File: config.mk
export PLATFORM = sky130hd
export DESIGN_NAME = sat_pacer
export DESIGN_NICKNAME = d
export VERILOG_FILES = /design/src/design/sat_pkg.sv /design/src/design/sat_pacer.sv
export SDC_FILE = /design/constraint.sdc
export NUM_CORES = 1
export LEC_CHECK = 0
export ABC_AREA = 1
export BUFFER_PORTS_ARGS = -buffer_cell sky130_fd_sc_hd__buf_2
export CAP_MARGIN = 10
export CORE_MARGIN = 1.5
export CORE_UTILIZATION = 60
export CTS_CLUSTER_SIZE = 28
export DETAILED_ROUTE_END_ITERATION = 8
export HOLD_SLACK_MARGIN = 0.03
export PLACE_DENSITY = 0.76
export SETUP_SLACK_MARGIN = 0.15
export SYNTH_ARGS = -nofsm -noshare
export SYNTH_HDL_FRONTEND = slang
export SYNTH_SLANG_ARGS = --single-unit
export TNS_END_PERCENT = 5
File: constraint.sdc
create_clock -name i_mclk -period 1.4 [get_ports i_mclk]
set_input_delay 0.28 -clock i_mclk [delete_from_list [all_inputs] [get_ports i_mclk]]
set_output_delay 0.28 -clock i_mclk [all_outputs]
set_load 0.05 [all_outputs]
File: src/design/sat_pkg.sv
// Shared constants and types of the automatic scram self-test sequencer
package sat_pkg;
   // ----------------------------------------
   // Timing
   // ----------------------------------------
   localparam int CLK_MHZ = 50;
   localparam int PULSE_US = 200;
   localparam int PULSE_CYC = PULSE_US * CLK_MHZ;
   localparam int STEP_US = 2000;
   localparam int STEP_CYC = STEP_US * CLK_MHZ;
   localparam int SETTLE_US = 150;
   localparam int SETTLE_CYC = SETTLE_US * CLK_MHZ;
   // ----------------------------------------
   // Counter layout and reset values
   // ----------------------------------------
   localparam int CNT_W = 6;
   localparam int PROG_BIT = 3;
   localparam logic [5:0] CNT_RST = 6'h00;
   localparam int SYNC_W = 13;
   localparam logic [12:0] SYNC_RST = 13'h0000;
   typedef enum logic [0:0] {
      MON_OK = 1'b0,
      MON_TROUBLE = 1'b1
   } sat_mon_t;
endpackage

File: src/design/sat_pacer.sv
// Pacer: step period, pulse window, sample strobe and step gate
`timescale 1ns/100ps
module sat_pacer #(
   parameter int PERIOD_CYC = sat_pkg::STEP_CYC,
   parameter int PULSE_CYC = sat_pkg::PULSE_CYC,
   parameter int SAMPLE_CYC = sat_pkg::SETTLE_CYC
) (
   // Clock and reset
   input wire logic i_mclk,
   input wire logic i_rst_b,
   input wire logic i_ce,
   // Gates
   output logic o_fire,
   output logic o_win,
   output logic o_sample,
   output logic o_step
);
   localparam int PW = $clog2(PERIOD_CYC + 1);
   logic [PW-1:0] phase_reg;
   logic [PW-1:0] win_len;

   always_ff @(posedge i_mclk or negedge i_rst_b) begin
      if (!i_rst_b) begin
         phase_reg <= '0;
      end else if (i_ce) begin
         phase_reg <= (phase_reg == PW'(PERIOD_CYC - 1)) ? '0 : PW'(phase_reg + 1'b1);
      end
   end

   // Gate outputs are decoded from the phase and then registered
   always_ff @(posedge i_mclk or negedge i_rst_b) begin
      if (!i_rst_b) begin
         o_fire <= 1'b0;
         o_win <= 1'b0;
         o_sample <= 1'b0;
         o_step <= 1'b0;
      end else if (i_ce) begin
         o_fire <= (phase_reg == '0);
         o_win <= (phase_reg < PW'(PULSE_CYC));
         o_sample <= (phase_reg == PW'(SAMPLE_CYC));
         o_step <= (phase_reg == PW'(PERIOD_CYC - 1));
      end
   end

   always_ff @(posedge i_mclk or negedge i_rst_b) begin
      if (!i_rst_b) begin
         win_len <= '0;
      end else if (i_ce) begin
         win_len <= o_win ? PW'(win_len + 1'b1) : '0;
      end
   end
endmodule // sat_pacer

**After elaboration in Yosys (flattened, before gate mapping)**

Index checks and enable logic that the tools add are counted.

- Register bits after elaboration: 21
- Input port bits: 3
- Output and inout port bits: 4
- Word-level logic and storage cells: 11

- Equality and inequality tests: 2
- Order comparisons: 1
- Reduce and logical (&&, ||, !) cells: 1
- $add $sub $neg: 1
- Muxes and demuxes: 1

Operator list:

| kind | number |
|---|---|
| adder 17 x 1 -> 17 bit, second input constant | 1 |
| equality test 17 x 13 -> 1 bit, second input constant | 1 |
| equality test 17 bit, second input constant | 1 |
| zero test 17 bit | 1 |
| less-than comparator 17 x 14 -> 1 bit, second input constant | 1 |
| two-way mux 17 bit | 1 |

**Depth between registers and ports, before layout**

- Depth in word-level cells: 2
- Mapped depth: 9

**Least setup slack after synthesis**

Ideal clock, no wire load.

- Kind: flip-flop to flip-flop
- From: register phase_reg[1]
- To: register phase_reg[5]
- Cell stages (with the launch flop): 7
- Arrival: 1.158 ns
- Slack: 0.120 ns
- Period minus slack after synthesis: 1.280 ns
- Buffers on the path: 0
- Path through: dfrtp_1 > ha_1 > nand3_1 > nor2_1 > nand3_1 > nor2_2 > nor2_1

- Word-level cells in the longest chain between the ends: 2
- Elaborated cells on any way between the ends: 3

Ends and longest elaborated chain:

| what | RTL line | source |
|---|---|---|
| from (decl) | sat_pacer.sv:19 | `logic [PW-1:0] phase_reg;` |
| from (signal assigned) | sat_pacer.sv:26 | `phase_reg <= (phase_reg == PW'(PERIOD_CYC - 1)) ? '0 : PW'(phase_reg + 1'b1);` |
| adder 17 x 1 -> 17 bit / equality test 17 bit (equally long branches) | sat_pacer.sv:26 |  |
| two-way mux 17 bit (*) | sat_pacer.sv:26 |  |

Mark *: on every way between the ends. The rest lies on a longest branch, timed or not.
A chain may end at the register's enable or synchronous reset.

**Worst setup path after layout**

- From: register phase_reg[8]
- To: register phase_reg[11]

The elaborated chain is that of the path after synthesis.

==> impl_metrics.yaml <==
status:
  status: "finished clean"
sta:
  max_freq_mhz: 745
  min_period_ns: 1.34
  hold-worst-slack_ns: 0.354
  skew_ns: 0.00466
  drv_slew: 0
  relSlewSlack_pct: 68.6
  hold_violations: 0
  setup_viol_count_final: 0
  worst_pin_slew_ns: 0.471
  rsz0062_at_grt: "yes"
  fin_crit_sh_pct: 95.9
finish:
  insertedDiodeCount: 0
  nNetsFinal: 217
  final_area_um2: 1670
  largest_reg_flops: 17
  post-route-util_pct: 76.1
  synthToLayoutAreaGrowth_pct: 20.5
  drive_gt1_share_pct: 28.9
worst_setup_path:
  endpoint_kind: "flop"
  r2r_slack_ns: 0.06
  crit_type: "flop to flop"
  slowest_delay_ns: 0.44
  rr_worst_depth: 6
  r2r-start: "phase_reg[8]"
  r2r_end: "phase_reg[11]"
  cp.arrival_ns: 1.55
  worst_ep_required_time_ns: 1.61
  path_max_fanout: 6
  crit_slowest_cell: "dfrtp_2"
  crit_path_frequent_cell: "nand2_1"
  critPathLaunchType: "flop"
  crit_chain: "nand2_1 > nor2_1 > nand2_1 > nor2_4 > xor2_1 > inv_1"
logic_synthesis:
  ys_async_sr_fraction_pct: 100
  synth_cells: 193
  synth_area_leaders: "dfrtp_1 38%, nand2_1 15%, nand3_1 8.7%"
  synth_cell_types: 24
  avgSynthCellArea_um2: 7.17
  synth_area_um2: 1380
  synth_compound_area_share_pct: 2.35
  synthMuxAreaShare_pct: 0
  synthTopCellsByCount: "55 x nand2_1, 27 x nor2_1, 24 x inv_1, 24 x nand3_1, 21 x dfrtp_1"
  ys_ff_latch: 21
  ys_warn_count: 0
  synth_top_family_by_area: "simple AND/OR/NAND/NOR gates"
  synth_edf_count: 0
  ys.flop_type: "dfrtp_1"
  synth_fa_ha_area_share_pct: 1.81
  synth-xor-area-share_pct: 3.16
  synth_area_leader_cell: "dfrtp_1"
  synth_nets: 198
  yosysSeqAreaShare_pct: 38.0
  synth_top_area_share_pct: 38.0
  synth.most_common_cell: "nand2_1"
  synth-simple-area-share_pct: 43.1
die:
  die_width_um: 51.0
  die_area_um2: 2600
  coreArea_um2: 2190
  die_y_um: 51.0
  num_rows: 17
  ios: 7
  initial_core_util_pct: 63.2
drt:
  first_pass_iters: 4
  via_count: 1339
  wirelength_um: 3500
  drc: 0
  drtAntennaViolNets: 0
  wl_per_cell_um: 14.7
  via_per_inst: 5.60
  drtIter0Drc: 84
clock_network:
  clock_latency_ns: 0.31
  clk_pin_slew_ns: 0.11
  cts_tree: "built"
  cts.sinks: 21
  ctsLongestPathBuffers: 2
  root_buffer: "clkbuf_4"
  h-tree-depth: 1
  cts_buffers: 3
job:
  max_cap_violations: 0
worst_hold_path:
  holdCritStartpoint: "i_ce"
  holdPathStages: 3
  min_path_type: "primary input to flop"
  hold_end: "phase_reg[1]"
global_routing:
  grt_max_degree: 22
  grt_usage_pct: 30.8
  grt_pass1_vias: 1249
  grt_pass1_wl_um: 5800
  grt_antenna_before_repair: 0
  grt_overflow: 0
placed_design:
  gp_congestion: 0.973
  io_buffer_count: 6
  dp_hpwl_um: 2470
  dpl_cell_area_um2: 1480
power:
  irDropWorstVdd_uv: 1120
  cellPowerDensity_nw_per_um2: 1160
  power.leakage_nw: 0.828
## layout by cell type (no fill, tap or decap), types with 2 or more instances in the layout
cell / n
nor3_1: 4
nand2_2: 3
nand2_1: 52
inv_2: 3
nand3_2: 4
nor2_2: 4
nor2_1: 22
dfrtp_1: 13
nor3_4: 3
ha_4: 2
nand4_1: 4
buf_4: 11
buf_2: 6
nor2_4: 6
nand2_4: 2
o21ai_1: 3
dfrtp_2: 8
inv_1: 23
nand3_1: 19
clkbuf_4: 3
xor2_1: 5
## where the power goes
part	internal, mW	switching, mW
combinational	0.286	0.458
clock	0.111	0.181
sequential	0.712	0.180
total	1.11	0.820
## kinds of logic after synthesis
kind of cell / Yosys count
compound gates: 6
xor+xnor: 5
simple gates: 126
flops: 21
fa+ha+maj: 2
buf+inv: 33
## worst max-delay path, delay by kind of cell, from the launching register on
family,cells,cell delay (ns)
simple gates,4,0.59
flops,1,0.44
xor+xnor,1,0.16
buf+inv,1,0.05
## worst max path at each step
stage                            start       endpoint  slack, ns
after floorplan           phase_reg[1]  phase_reg[10]       0.15
after global placement    phase_reg[0]   phase_reg[6]       0.05
after detailed placement  phase_reg[0]   phase_reg[6]      -0.04
after CTS                 phase_reg[0]  phase_reg[16]       0.10
after global routing      phase_reg[8]  phase_reg[15]      0.004
final                     phase_reg[8]  phase_reg[11]       0.06
## stage by stage
| step | cells | TNS [ns] | setup WS [ns] | power, mW |
|---|---|---|---|---|
| 6_report | 239 | 0 | 0.0574 | 1.93 |
| 5_1_grt | 239 | 0 | 0.00379 | 2.05 |
| 4_1_cts | 239 | 0 | 0.101 | 1.81 |
| 3_5_place_dp | 231 | -0.0654 | -0.0396 | 1.41 |
| 3_3_place_gp | 231 | 0 | 0.0543 | 1.39 |
| 2_1_floorplan | 193 | 0 | 0.149 | 1.29 |
## final cells by class
class | instances | area [µm²]
Clock buffer | 4 | 26.3
Fill cell | 155 | 523
Inverter | 28 | 114
Multi-Input combinational cell | 139 | 815
Sequential cell | 21 | 536
Tap cell | 28 | 35.0
Timing Repair Buffer | 19 | 143
## per-layer routing
| layer | part of all wire [%] | global-route usage (%) | routed length [µm] |
|---|---|---|---|
| met3 | 7.2 | 4.97 | 251 |
| met1 | 40 | 40.4 | 1410 |
| met4 | 2.9 | 11.3 | 103 |
| met2 | 50 | 51.3 | 1740 |
| met5 | 0 | 0 | 0 |
## what timing repair did
| action | 4_1_cts | 5_1_grt |
|---|---|---|
| resized for setup | 18 | 15 |
| hold buffers | 1 | 0 |
| setup endpoints to repair | 18 | 21 |
| buffers inserted | 3 | 0 |
| pin swaps | 10 | 8 |
| endpoints found under the hold margin | 21 | 0 |
No activity file was read; power rests on OpenSTA's default activity.
